[config.mk]
export PLATFORM = sky130hd
export DESIGN_NAME = fpc_clock_config
export DESIGN_NICKNAME = d
export VERILOG_FILES = /design/src/design/fpc_pin_sync.v /design/src/design/fpc_clock_config.v
export VERILOG_INCLUDE_DIRS = /design/src /design/src/design
export SDC_FILE = /design/constraint.sdc
export NUM_CORES = 1
export LEC_CHECK = 0
export ABC_CLOCK_PERIOD_IN_PS = 1900
export BUFFER_PORTS_ARGS = -buffer_cell sky130_fd_sc_hd__buf_2
export CAP_MARGIN = 0
export CORE_UTILIZATION = 45
export CTS_CLUSTER_DIAMETER = 40
export DETAILED_ROUTE_END_ITERATION = 8
export PLACE_DENSITY = 0.79
export SYNTH_ARGS = -nofsm -noshare
export SYNTH_HDL_FRONTEND = slang
export SYNTH_SLANG_ARGS = --single-unit
[constraint.sdc]
create_clock -name clk -period 1.9 [get_ports clk]
set_clock_uncertainty 0.05 [all_clocks]
set_input_delay 0.095 -clock clk [delete_from_list [all_inputs] [get_ports clk]]
set_output_delay 0.095 -clock clk [all_outputs]
set_load 0.02 [all_outputs]
[src/design/fpc_defs.vh]
`ifndef FPC_DEFS_VH
`define FPC_DEFS_VH

// Register offsets
`define FPC_ADDR_ROOT_SEL   8'h04
`define FPC_ADDR_SYNTH_CTL  8'h05
`define FPC_ADDR_INT_FACTOR 8'h06
`define FPC_ADDR_FRAC_HIGH  8'h07
`define FPC_ADDR_FRAC_LOW   8'h08

// Field positions
`define FPC_CTL_ENABLE_BIT  7
`define FPC_CTL_PREDIV_MSB  6
`define FPC_CTL_PREDIV_LSB  4
`define FPC_CTL_MULT_MSB    3
`define FPC_CTL_MULT_LSB    0
`define FPC_INT_MSB         5
`define FPC_FRAC_HIGH_MSB   5
`define FPC_ROOT_SEL_MSB    1

// Reset values
`define FPC_RST_ROOT_SEL    2'h0
`define FPC_RST_SYNTH_CTL   8'h11
`define FPC_RST_INT_FACTOR  6'h04
`define FPC_RST_FRAC_HIGH   6'h00
`define FPC_RST_FRAC_LOW    8'h00

// Root clock sources
`define FPC_SRC_MASTER      2'h0
`define FPC_SRC_BIT_CLOCK   2'h1
`define FPC_SRC_GENERAL     2'h2
`define FPC_SRC_SYNTH       2'h3

// Timing
`define FPC_CLK_KHZ         125000
`define FPC_TIMER_OSC_KHZ   8200
`define FPC_TIMER_CYCLES    (`FPC_CLK_KHZ / `FPC_TIMER_OSC_KHZ)

`endif

[src/design/fpc_pin_sync.v]
`timescale 1ns/1ps
module fpc_pin_sync #(
  parameter WIDTH = 4
) (
  // Clock and reset
  input  wire             clk,
  input  wire             rstn,
  // Pin levels
  input  wire [WIDTH-1:0] pin_in,
  output wire [WIDTH-1:0] pin_sync
);

  genvar i;
  generate
    for (i = 0; i < WIDTH; i = i + 1) begin : g_sync
      reg stage_one;
      reg stage_two;
      always @(posedge clk) begin
        if (!rstn) begin
          stage_one <= 1'b0;
          stage_two <= 1'b0;
        end else begin
          stage_one <= pin_in[i];
          stage_two <= stage_one;
        end
      end
      assign pin_sync[i] = stage_two;
    end
  endgenerate

endmodule

[src/design/fpc_clock_config.v]
// Notes on behaviour
// - Synthesizer enabled while control bit 7 is set, off while clear.
// - Output equals reference times multiplier times J.D over pre-divider.
// - Multiplier in control bits 3..0, values 1 to 16, reset 1.
// - Pre-divider in control bits 6..4, values 1 to 8, reset 1.
// - Integer factor in low six bits of its register, 1..63, reset 4.
// - Fraction is 14 bits, 0..9999, high six bits then low byte.
// - High fraction byte first; new fraction applies only after low write.
// - Synthesizer runs alone and can drive the general pin.
// - Two-bit field picks master, bit clock, general pin or synthesizer.
// - Nominal 8.2 MHz timer clock drives timers, debounce, interrupts.
// - Select value three picks synthesizer, fed from the master clock.
// - Writing 0x91 enables with pre-divider and multiplier of one.
`timescale 1ns/1ps
`include "fpc_defs.vh"
module fpc_clock_config #(
  parameter TIMER_CYCLES = `FPC_TIMER_CYCLES
) (
  // Clock and reset
  input  wire        clk,
  input  wire        rstn,
  // Register port
  input  wire [7:0]  reg_addr,
  input  wire        reg_wr,
  input  wire [7:0]  reg_wdata,
  input  wire        reg_rd,
  output reg  [7:0]  reg_rdata,
  // Clock pins
  input  wire        master_clk_pin,
  input  wire        bit_clk_pin,
  input  wire        general_pin_one_in,
  input  wire        synth_clk_in,
  input  wire        route_synth_to_pin,
  // Synthesizer setting
  output reg         synth_enable,
  output reg  [3:0]  synth_pre_divider,
  output reg  [4:0]  synth_multiplier,
  output reg  [5:0]  synth_integer_factor,
  output reg  [13:0] synth_fraction_factor,
  output reg         synth_ref_clk,
  // Clock outputs
  output reg         root_clk,
  output reg         general_pin_one_out,
  output reg         general_pin_one_oe,
  output reg         timer_tick
);

  reg  [1:0]  root_sel;
  reg  [7:0]  synth_ctl;
  reg  [5:0]  int_factor;
  reg  [5:0]  frac_high_stage;
  reg  [7:0]  frac_low;
  reg  [15:0] timer_count;
  reg  [7:0]  next_rdata;
  reg         next_root;
  wire [3:0]  pins;
  wire [4:0]  prediv_value;
  wire [4:0]  mult_value;
  wire        wr_root;
  wire        wr_ctl;
  wire        wr_int;
  wire        wr_frac_high;
  wire        wr_frac_low;
  wire        timer_wrap;

  // Pin synchronisers
  fpc_pin_sync #(
    .WIDTH (4)
  ) fpc_pin_sync_i (
    .clk      (clk),
    .rstn     (rstn),
    .pin_in   ({synth_clk_in, general_pin_one_in, bit_clk_pin,
                master_clk_pin}),
    .pin_sync (pins)
  );

  // Zero field code stands for the largest factor
  function [4:0] fpc_factor;
    input [3:0] code;
    input [4:0] top;
    begin
      fpc_factor = (code == 4'h0) ? top : {1'b0, code};
    end
  endfunction

  function fpc_hit;
    input [7:0] addr;
    input [7:0] target;
    begin
      fpc_hit = (addr == target);
    end
  endfunction

  // Write decodes
  assign wr_root      = reg_wr & fpc_hit(reg_addr, `FPC_ADDR_ROOT_SEL);
  assign wr_ctl       = reg_wr & fpc_hit(reg_addr, `FPC_ADDR_SYNTH_CTL);
  assign wr_int       = reg_wr & fpc_hit(reg_addr, `FPC_ADDR_INT_FACTOR);
  assign wr_frac_high = reg_wr & fpc_hit(reg_addr, `FPC_ADDR_FRAC_HIGH);
  assign wr_frac_low  = reg_wr & fpc_hit(reg_addr, `FPC_ADDR_FRAC_LOW);

  // Field codes to factors
  assign prediv_value = fpc_factor(
    {1'b0, synth_ctl[`FPC_CTL_PREDIV_MSB:`FPC_CTL_PREDIV_LSB]}, 5'h08);
  assign mult_value = fpc_factor(
    synth_ctl[`FPC_CTL_MULT_MSB:`FPC_CTL_MULT_LSB], 5'h10);

  // Register writes
  always @(posedge clk) begin
    if (!rstn) begin
      root_sel        <= `FPC_RST_ROOT_SEL;
      synth_ctl       <= `FPC_RST_SYNTH_CTL;
      int_factor      <= `FPC_RST_INT_FACTOR;
      frac_high_stage <= `FPC_RST_FRAC_HIGH;
      frac_low        <= `FPC_RST_FRAC_LOW;
      synth_fraction_factor <= 14'h0000;
    end else begin
      if (wr_root) begin
        root_sel <= reg_wdata[`FPC_ROOT_SEL_MSB:0];
      end
      if (wr_ctl) begin
        synth_ctl <= reg_wdata;
      end
      if (wr_int) begin
        int_factor <= reg_wdata[`FPC_INT_MSB:0];
      end
      if (wr_frac_high) begin
        frac_high_stage <= reg_wdata[`FPC_FRAC_HIGH_MSB:0];
      end
      if (wr_frac_low) begin
        frac_low <= reg_wdata;
        synth_fraction_factor <= {frac_high_stage, reg_wdata};
      end
    end
  end

  // Active synthesizer setting
  always @(posedge clk) begin
    if (!rstn) begin
      synth_enable         <= 1'b0;
      synth_pre_divider    <= 4'h1;
      synth_multiplier     <= 5'h01;
      synth_integer_factor <= `FPC_RST_INT_FACTOR;
      synth_ref_clk        <= 1'b0;
    end else begin
      synth_enable <= synth_ctl[`FPC_CTL_ENABLE_BIT];
      synth_pre_divider <= prediv_value[3:0];
      synth_multiplier <= mult_value;
      synth_integer_factor <= int_factor;
      synth_ref_clk <= pins[0];
    end
  end

  // Root clock selection
  always @* begin
    case (root_sel)
      `FPC_SRC_MASTER:    next_root = pins[0];
      `FPC_SRC_BIT_CLOCK: next_root = pins[1];
      `FPC_SRC_GENERAL:   next_root = pins[2];
      `FPC_SRC_SYNTH:     next_root = pins[3] & synth_enable;
      default:            next_root = 1'b0;
    endcase
  end

  always @(posedge clk) begin
    if (!rstn) begin
      root_clk            <= 1'b0;
      general_pin_one_out <= 1'b0;
      general_pin_one_oe  <= 1'b0;
    end else begin
      root_clk            <= next_root;
      general_pin_one_out <= pins[3] & synth_enable;
      general_pin_one_oe  <= route_synth_to_pin;
    end
  end

  // Timer reference tick
  assign timer_wrap = (timer_count >= TIMER_CYCLES[15:0] - 16'h0001);

  always @(posedge clk) begin
    if (!rstn) begin
      timer_count <= 16'h0000;
    end else if (timer_wrap) begin
      timer_count <= 16'h0000;
    end else begin
      timer_count <= timer_count + 16'h0001;
    end
  end

  always @(posedge clk) begin
    if (!rstn) begin
      timer_tick <= 1'b0;
    end else begin
      timer_tick <= timer_wrap;
    end
  end

  // Read data
  always @* begin
    case (reg_addr)
      `FPC_ADDR_ROOT_SEL:   next_rdata = {6'h00, root_sel};
      `FPC_ADDR_SYNTH_CTL:  next_rdata = synth_ctl;
      `FPC_ADDR_INT_FACTOR: next_rdata = {2'h0, int_factor};
      `FPC_ADDR_FRAC_HIGH:  next_rdata = {2'h0, frac_high_stage};
      `FPC_ADDR_FRAC_LOW:   next_rdata = frac_low;
      default:              next_rdata = 8'h00;
    endcase
  end

  always @(posedge clk) begin
    if (!rstn) begin
      reg_rdata <= 8'h00;
    end else if (reg_rd) begin
      reg_rdata <= next_rdata;
    end
  end

endmodule

=== Word-level counts from Yosys, hierarchy flattened ===
Index checks and enable logic that the tools add are counted.

* Register bits: 97
* Bits of input ports: 25
* Output and inout port bits: 43
* Logic and storage cells: 54

* Add/sub/neg operators: 1
* $lt $le $gt $ge: 1
* Eq/ne operators: 8
* Muxes and demuxes: 4
* Bitwise operators: 7
* Reduce and logical (&&, ||, !) cells: 6

{| class="wikitable"
|+ Operators with widths
! kind !! count
|-
| one-hot mux 8 bit (5 select lines) || 1
|-
| equality test 8 x 3 -> 1 bit (second input constant) || 4
|-
| adder 16 x 1 -> 16 bit (second input constant) || 1
|-
| >= comparator 16 x 4 -> 1 bit (second input constant) || 1
|-
| equality test 8 x 4 -> 1 bit (second input constant) || 1
|-
| AND 1 bit || 6
|-
| OR reduction 2 bit || 3
|-
| two-way mux 5 bit || 1
|-
| equality test 2 bit (second input constant) || 2
|-
| logical NOT 4 bit || 1
|-
| two-way mux 4 bit || 1
|-
| one-hot mux 1 bit (4 select lines) || 1
|-
| logical NOT 3 bit || 1
|-
| equality test 2 x 1 -> 1 bit (second input constant) || 1
|-
| logical NOT 2 bit || 1
|-
| inverter 1 bit || 1
|}

=== Logic depth before layout (Yosys ltp) ===
Gate-level depths: netlist of the first run.

* Depth after elaboration: 2
* Depth in mapped cells: 6
* Mapped depth without buffers: 5

=== Cells and area by module ===
A second synthesis of the first run with hierarchy kept.

* Cell total of the unflattened synthesis: 299
* Area total of the unflattened synthesis: 3134.3 um^2

{| class="wikitable"
|+ By module, submodules not included
! module !! instances !! cells an instance !! area an instance (um^2) !! seq. area each (um^2)
|-
| fpc_clock_config || 1 || 279 || 2894.0 || 1621.6
|-
| fpc_pin_sync || 1 || 20 || 240.2 || 160.2
|}

=== Least setup slack after synthesis of the first run ===
No wires, ideal clock.

* Kind: input to register
* Start: in reg_addr[7]
* End: reg int_factor[2]
* Library setup time: 121 ps
* Arrival time: 1563 ps
* Required time: 1729 ps
* Path slack: 165 ps
* Stages on the path: 4
* Path buffers: 1
* Cell sequence: or4_4 or4_4 buf_6 mux2_4

* Cells in the longest elaborated chain, start to end: 2

{| class="wikitable"
|+ RTL lines
! element !! line !! source
|-
| from (decl) || fpc_clock_config.v:23 || <nowiki>input wire [7:0] reg_addr,</nowiki>
|-
| equality test 8 x 3 -> 1 bit || fpc_clock_config.v:90 || <nowiki>fpc_hit = (addr == target);</nowiki>
|-
| AND 1 bit || fpc_clock_config.v:97 || <nowiki>assign wr_int = reg_wr & fpc_hit(reg_addr, `FPC_ADDR_INT_FACTOR);</nowiki>
|-
| to (signal assigned) || fpc_clock_config.v:112 || <nowiki>int_factor <= `FPC_RST_INT_FACTOR;</nowiki>
|-
| to (signal assigned) || fpc_clock_config.v:124 || <nowiki>int_factor <= reg_wdata[`FPC_INT_MSB:0];</nowiki>
|-
| to (decl) || fpc_clock_config.v:50 || <nowiki>reg [5:0] int_factor;</nowiki>
|}

No other way between the ends.
A chain may end at the register's enable or synchronous reset.

=== Worst setup path after layout of the first run ===
* Start: reg timer_count[0]
* End: reg timer_count[2]

* Cells in the longest elaborated chain, start to end: 2
* Elaborated cells between the ends (all ways): 3
* Classes of those cells: add/sub (1); order compare (1); reduce/logical (1)

{| class="wikitable"
|+ RTL lines
! element !! line !! source
|-
| from (decl) || fpc_clock_config.v:53 || <nowiki>reg [15:0] timer_count;</nowiki>
|-
| from (signal assigned) || fpc_clock_config.v:185 || <nowiki>timer_count <= timer_count + 16'h0001;</nowiki>
|-
| >= comparator 16 x 4 -> 1 bit || fpc_clock_config.v:177 || <nowiki>assign timer_wrap = (timer_count >= TIMER_CYCLES[15:0] - 16'h0001);</nowiki>
|-
| OR reduction 2 bit (no source line) || -- ||
|}

Parallel ways exist; a longest one is shown, timed or not.

==> results of run 1 <==
[per-stage QoR]
| step | utilization [%] | total power, W | cell area, um2 | std cells |
|---|---|---|---|---|
| final | 58.1 | 0.00351 | 4190 | 523 |
| after global routing | 58.1 | 0.00364 | 4190 | 523 |
| after CTS | 58.1 | 0.00353 | 4190 | 523 |
| after detailed placement | 53.3 | 0.00213 | 3840 | 494 |
| after global placement | 53.3 | 0.00213 | 3840 | 494 |
| after floorplan | - | 0.00205 | 3400 | 348 |
[path summary, 6_finish.rpt]
check | slack (ns) | startpoint | endpoint
setup / recovery | 0.33 | timer_count[0] | timer_count[2]
hold / removal | 0.04 | reg_rd | reg_rdata[1]
setup reg to reg | 0.33 | timer_count[0] | timer_count[2]
hold reg to reg | 0.39 | fpc_pin_sync_i.g_sync[2].stage_one | fpc_pin_sync_i.g_sync[2].stage_two
[what timing repair did]
action | 4_1_cts | 5_1_grt
hold buffers | 13 | 0
hold endpoints to repair | 28 | 0
setup buffers | 0 | 0
resized for setup | 0 | 0
[kinds of logic (layout without fill, tap and decap cells)]
group | Yosys count | after routing | synth area share, %
AND/OR/NAND/NOR | 113 | 113 | 20.6
flip-flops | 89 | 89 | 53.1
AO/OA/AOI/OAI | 76 | 76 | 14.8
buffers and inverters | 40 | 116 | 4.69
multiplexers | 14 | 14 | 5.22
XOR/XNOR | 3 | 3 | 0.783
adder cells (fa/ha/maj) | 2 | 2 | 0.745
other | 1 | 11 | 0.112
[power groups by stage]
stage	Combinational [W]	Clock (W)	Sequential (W)
final	0.000217	0.00140	0.00190
after global placement	0.000189	0	0.00194
after detailed placement	0.000191	0	0.00194
after global routing	0.000236	0.00150	0.00190
after CTS	0.000213	0.00141	0.00190
after floorplan	0.000107	0	0.00195
[cell usage in the layout, fill, tap and decap left out, types with 2 or more instances in the layout]
master         Yosys  final
a32oi_1            4      4
clkinv_4           0      2
buf_4              0     11
nor4_1             8      7
dfxtp_1           89     89
nor4bb_1           3      2
a31oi_1            4      4
o211ai_1           5      5
a21oi_1           28     28
o2111ai_1          3      3
nand3_1            6      6
mux4_2             2      2
nand4_1           33     33
nor2b_1            3      3
and4b_1            3      3
and3_1             3      3
ha_1               2      2
nand2_1           16     16
mux2i_1            7      7
o21ai_0            4      4
clkinv_1           2      2
nor3_1             6      6
mux2_2             4      4
bufinv_16          0      2
dlygate4sd3_1      0     13
conb_1             1     11
inv_1              6      6
and2_1            18     18
clkbuf_8           0      9
clkinv_2           0      2
o31ai_1           26     26
buf_2              0     67
or4_4              2      2
nand2b_1           9      9
xor2_1             2      2
[worst max-delay path, stage by stage (launching register included)]
cell and delay (ns):
dfxtp_1 0.39, inv_1 0.06, ha_1 0.19, o211ai_1 0.20, nand4_1 0.30, nor3_1 0.29
[per-layer routing]
metal / share of wire, % / vias up / routed length (um)
li1: - / 1413 / -
met1: 43 / 1385 / 3490
met2: 46 / 144 / 3710
met3: 7.8 / 25 / 631
met4: 2.7 / 0 / 218
met5: 0 / - / 0
[area by class of cell]
cell class	instances	share of cell area (%)
multi-input combinational	219	35.0
tap	99	2.96
clock buffer	9	2.96
inverter	8	0.716
timing repair buffer	92	13.6
sequential	89	42.5
clock inverter	7	2.27
[registers in the layout, indices dropped and copies added (netlist names), 5 cells and up]
signal	flops
synth_multiplier	5
synth_ctl	8
int_factor	6
synth_fraction_factor	14
synth_integer_factor	6
reg_rdata	8
timer_count	16
frac_high_stage	6
==> results.cfg, run 1 <==
[synth]
synth-seq-area-share_pct = 53.1
synth_ff_type = dfxtp_1
ys_top_cells_by_count = dfxtp_1, nand4_1, a21oi_1, clkbuf_1, o31ai_1
ys_types = 38
synth.avg_cell_area_um2 = 9.94
syn-cell-area_mm2 = 0.00336
async_flop_share_pct = 0
synth_edf_count = 0
synth-seq-cells = 89
ys_warn_count = 0
synth.area.top_cells = dfxtp_1, nand4_1, o31ai_1
syn_inst = 338
synth_area_leader_cell = dfxtp_1
synth_top_area_share_pct = 53.1
yosysMostFrequentCell = dfxtp_1

[final_layout]
layout.nets = 446
drive_gt1_share_pct = 25.0
n_antenna_cell = 0
seqCellArea_mm2 = 0.00178
syn2layout_area_growth_pct = 24.8
fillers = 640
multi_input_area_mm2 = 0.00147

[sta]
clock.fmax_ghz = 0.638
rsz0062_at_grt = no
layout_setup_ws_ns = 0.332
min_period_ns = 1.57
tns_ns = 0
report.final.slew_viol_count = 0
setup_viol = 0
hold_slack_ns = 0.0412
hold_viol = 0
finalCritPeriodShare_pct = 82.5

[clocking]
cts_inserted_buffers = 9
clk_pin_slew_ns = 0.08
cts.sinks = 89
htree_levels = 3
cts_buffer_depth = 2
clock_latency_ns = 0.36
root_buffer = clkbuf_8
cts_tree = built

[route]
wl_um = 8050
num_vias = 2967
drc_errors = 0
ant_nets = 0
wl_per_cell_um = 15.4
drtIter0Drc = 218
dr.pass1.iters = 5
viasPerCell = 5.67

[power_and_ir_drop]
clkPwrFrac_pct = 39.8
peakVddDrop_mv = 0.303
p_leak_nw = 1.71
power_frac_comb_pct = 6.2
p_sw_share_pct = 22.9
intPower_w = 0.00271
power_switching_w = 0.000803
p_per_area_mw_per_mm2 = 838
p_seq_share_pct = 54.0

[global_routing]
busiest_layer = met2
grt_use_met3_pct = 5.60
grt_use_total_pct = 22.0
use_met1_pct = 28.6
grt_pass1_wl_um = 13000
first_global_vias = 2637
met2_usage_pct = 34.1
grt_max_degree = 40
grt_antenna_before_repair = 0
grt_overflow = 0

[floorplanning]
die_area_mm2 = 0.00781
num_rows = 31
die_y_um = 88.4
core-area_mm2 = 0.00721
pin_count = 68
die_w_um = 88.4
initial_utilization_pct = 46.5

[placed_design]
dp_slack_ns = 0.115
place.gp.congestion = 0.838
port_buffers = 67
dp_hpwl_um = 5490

[outcome]
status = complete, no violations

[worst_setup_path]
rr_worst_depth = 5
cp_max_fo = 6
worstPathRequired_ns = 2.12
arrival_ns = 1.78
criticalPathCategory = flop to flop
crit_path_end_kind = flop
startpoint_type = flop

[job]
maxCapViolCount = 0

[min_path]
hold_class = input pin to flop
holdPathStages = 2
Power figures use the tool's default switching activity.
==> inputs of run 2 (changes only) <==
--- a/config.mk
+++ b/config.mk
@@ -6,13 +6,14 @@
 export SDC_FILE = /design/constraint.sdc
 export NUM_CORES = 1
 export LEC_CHECK = 0
-export ABC_CLOCK_PERIOD_IN_PS = 1900
+export ABC_AREA = 1
+export ABC_CLOCK_PERIOD_IN_PS = 1300
 export BUFFER_PORTS_ARGS = -buffer_cell sky130_fd_sc_hd__buf_2
 export CAP_MARGIN = 0
 export CORE_UTILIZATION = 45
 export CTS_CLUSTER_DIAMETER = 40
 export DETAILED_ROUTE_END_ITERATION = 8
-export PLACE_DENSITY = 0.79
+export PLACE_DENSITY = 0.82
 export SYNTH_ARGS = -nofsm -noshare
 export SYNTH_HDL_FRONTEND = slang
 export SYNTH_SLANG_ARGS = --single-unit
==> constraint.sdc (replaced) <==
create_clock -name clk -period 1.3 [get_ports clk]
set_clock_uncertainty 0.05 [all_clocks]
set_input_delay 0.065 -clock clk [delete_from_list [all_inputs] [get_ports clk]]
set_output_delay 0.065 -clock clk [all_outputs]
set_load 0.02 [all_outputs]
==> run 2 against run 1 <==
  * Area after synthesis down 2.0%
  * Critical path type unchanged
  * Global-route usage fell by 1.5 points
  * Critical endpoint unchanged
  * Clock power grew 38%
  * Sequential power up 46%
  * Largest power group unchanged
  * Count of clock-buffer cells in the layout is 2 higher
  * Sequential share of layout area grew 0.78 points
==> results.cfg, run 2 <==
[sta]
clock.fmax_ghz = 0.813
report.final.slew_viol_count = 0
tns_ns = 0
setup_viol = 0
hold_viol = 0
finalCritPeriodShare_pct = 94.6
hold_slack_ns = 0.0173
min_period_ns = 1.23

[clocking]
cts.sinks = 89
htree_levels = 3
cts_inserted_buffers = 9
clock_latency_ns = 0.36
postCtsSetupBuffers = 0
clk_pin_slew_ns = 0.08
cts_tree = built
root_buffer = clkbuf_8
cts_buffer_depth = 2

[worst_setup_path]
r2r-start = timer_count[5]
critPathBufInv = 0
criticalPathCategory = flop to flop
cp_top_family = simple AND/OR/NAND/NOR gates
worstPathRequired_ns = 1.54
startpoint_type = flop
crit_path_end_kind = flop
crit_chain = nor4_1 -> o21a_1 -> nand3_2 -> nor2_1
slowest_stage = nor4_1
cp_max_fo = 5
slowest_delay_ns = 0.35
arrival_ns = 1.47
startpoint = timer_count[5]

[global_routing]
grt_max_degree = 46
grt_pass1_wl_um = 12000
first_global_vias = 2603
grt_overflow = 0
grt_antenna_before_repair = 0
grt_use_total_pct = 20.6

[floorplanning]
initial_utilization_pct = 47.4
die_w_um = 87.5
die_y_um = 87.5
pin_count = 68
die_area_mm2 = 0.00766
num_rows = 30
core-area_mm2 = 0.00694

[route]
dr.pass1.iters = 4
wl_per_cell_um = 12.7
wl_um = 7390
drc_errors = 0
viasPerCell = 4.80
num_vias = 2795
drtIter0Drc = 148
ant_nets = 0

[synth]
ys_types = 34
yosysMostFrequentCell = dfxtp_1
synth_edf_count = 0
async_flop_share_pct = 0
synth.avg_cell_area_um2 = 8.50
synth-seq-area-share_pct = 54.2
syn-cell-area_mm2 = 0.00329
syn_inst = 387
ys_warn_count = 0
synth.area.top_cells = dfxtp_1, nand2_1, inv_1
synth_ff_type = dfxtp_1
synth_top_area_share_pct = 54.2
synth_area_leader_cell = dfxtp_1
ys_top_cells_by_count = dfxtp_1, nand2_1, inv_1
synth-seq-cells = 89

[final_layout]
layout.nets = 508
largestRegisters = timer_count x16, synth_fraction_factor x14
fillers = 609
n_antenna_cell = 0
top_register = timer_count
drive_gt1_share_pct = 24.5
final_util_pct = 59.3
largest_reg_flops = 16
syn2layout_area_growth_pct = 25.2
postLayoutCellArea_mm2 = 0.00412
final_common_cell = dfxtp_1
final_cell_mix = dfxtp_1, buf_2, nand2_1

[placed_design]
postPlaceCellArea_mm2 = 0.00377
dp_hpwl_um = 5190
place.gp.congestion = 0.890
port_buffers = 67

[min_path]
hp-start = reg_rd
hold_class = input pin to flop

[power_and_ir_drop]
p_per_area_mw_per_mm2 = 1210
p_leak_nw = 2.00
p_total_w = 0.00498
peakVddDrop_mv = 0.776

[job]
maxCapViolCount = 0

[outcome]
status = complete, no violations
==> run 2: cell types whose count changed after synthesis, sizes merged, moves of 18 or more <==
| cell | previous run | this run |
|---|---|---|
| inv | 6 | 60 |
| nand3 | 6 | 26 |
| nand4 | 33 | 1 |
| clkbuf | 28 | 7 |
| o21ai | 4 | 42 |
| and2 | 18 | 0 |
| nand2 | 16 | 66 |
| nor2 | 0 | 30 |
| o31ai | 26 | 0 |
==> run 2: repair_timing <==
| action | CTS | global route |
|---|---|---|
| endpoints found under the hold margin | 22 | 0 |
| resized for setup | 1 | 2 |
| gates cloned | 0 | 0 |
| pin swaps | 0 | 0 |
| hold buffers | 13 | 0 |
| setup endpoints to repair | 1 | 5 |
==> run 2: path summary, 6_finish.rpt <==
kind                                        endpoint  slack, ns  cells after the start
hold reg to reg   fpc_pin_sync_i.g_sync[2].stage_two       0.37                      2
setup / recovery                      timer_count[2]       0.07                      4
setup reg to reg                      timer_count[2]       0.07                      4
hold / removal                          reg_rdata[6]       0.02                      3
==> run 2: kinds of logic after synthesis <==
kind of cell,count (synthesis),share of synthesized area [%]
XOR/XNOR,2,0.533
flip-flops,89,54.2
other,1,0.114
adder cells (fa/ha/maj),2,0.761
buffers and inverters,75,9.66
AND/OR/NAND/NOR,130,20.0
AO/OA/AOI/OAI,88,14.7
==> run 2: tightest hold or removal path: cells and delay by family <==
family / cells / cell delay [ns]
buffers and inverters: 1 / 0.17
and+or+nand+nor: 1 / 0.09
AOI/OAI and AO/OA: 1 / 0.05
==> run 2: power by group <==
group	leakage [nW]	switching [W]	internal [W]
logic	1.17	0.000169	0.000106
registers	0.725	0.0000138	0.00276
clock network	0.104	0.000976	0.000956
total	2.00	0.00116	0.00383
==> run 2: per-stage QoR <==
stage,setup WS (ns),cells
after floorplan,0.197,397
after global placement,0.00751,553
after detailed placement,-0.0442,553
after CTS,0.0451,582
after global routing,-0.0388,582
final,0.0707,582
==> run 2: final cells by class <==
class                   instances  area [um2]  area share [%]
clock inverters                 5        61.3            1.49
well taps                      96         120            2.92
flip-flops and latches         89        1780            43.3
inverters                      60         225            5.47
clock buffers                  11         141            3.43
repair buffers                 88         551            13.4
multi-input cells             233        1240            30.0
==> run 2: routing by layer <==
layer	global-route usage [%]	share of wire (%)
met1	27.0	45
met2	33.1	47
met3	5.21	6.3
met4	6.86	1.2
met5	0	0
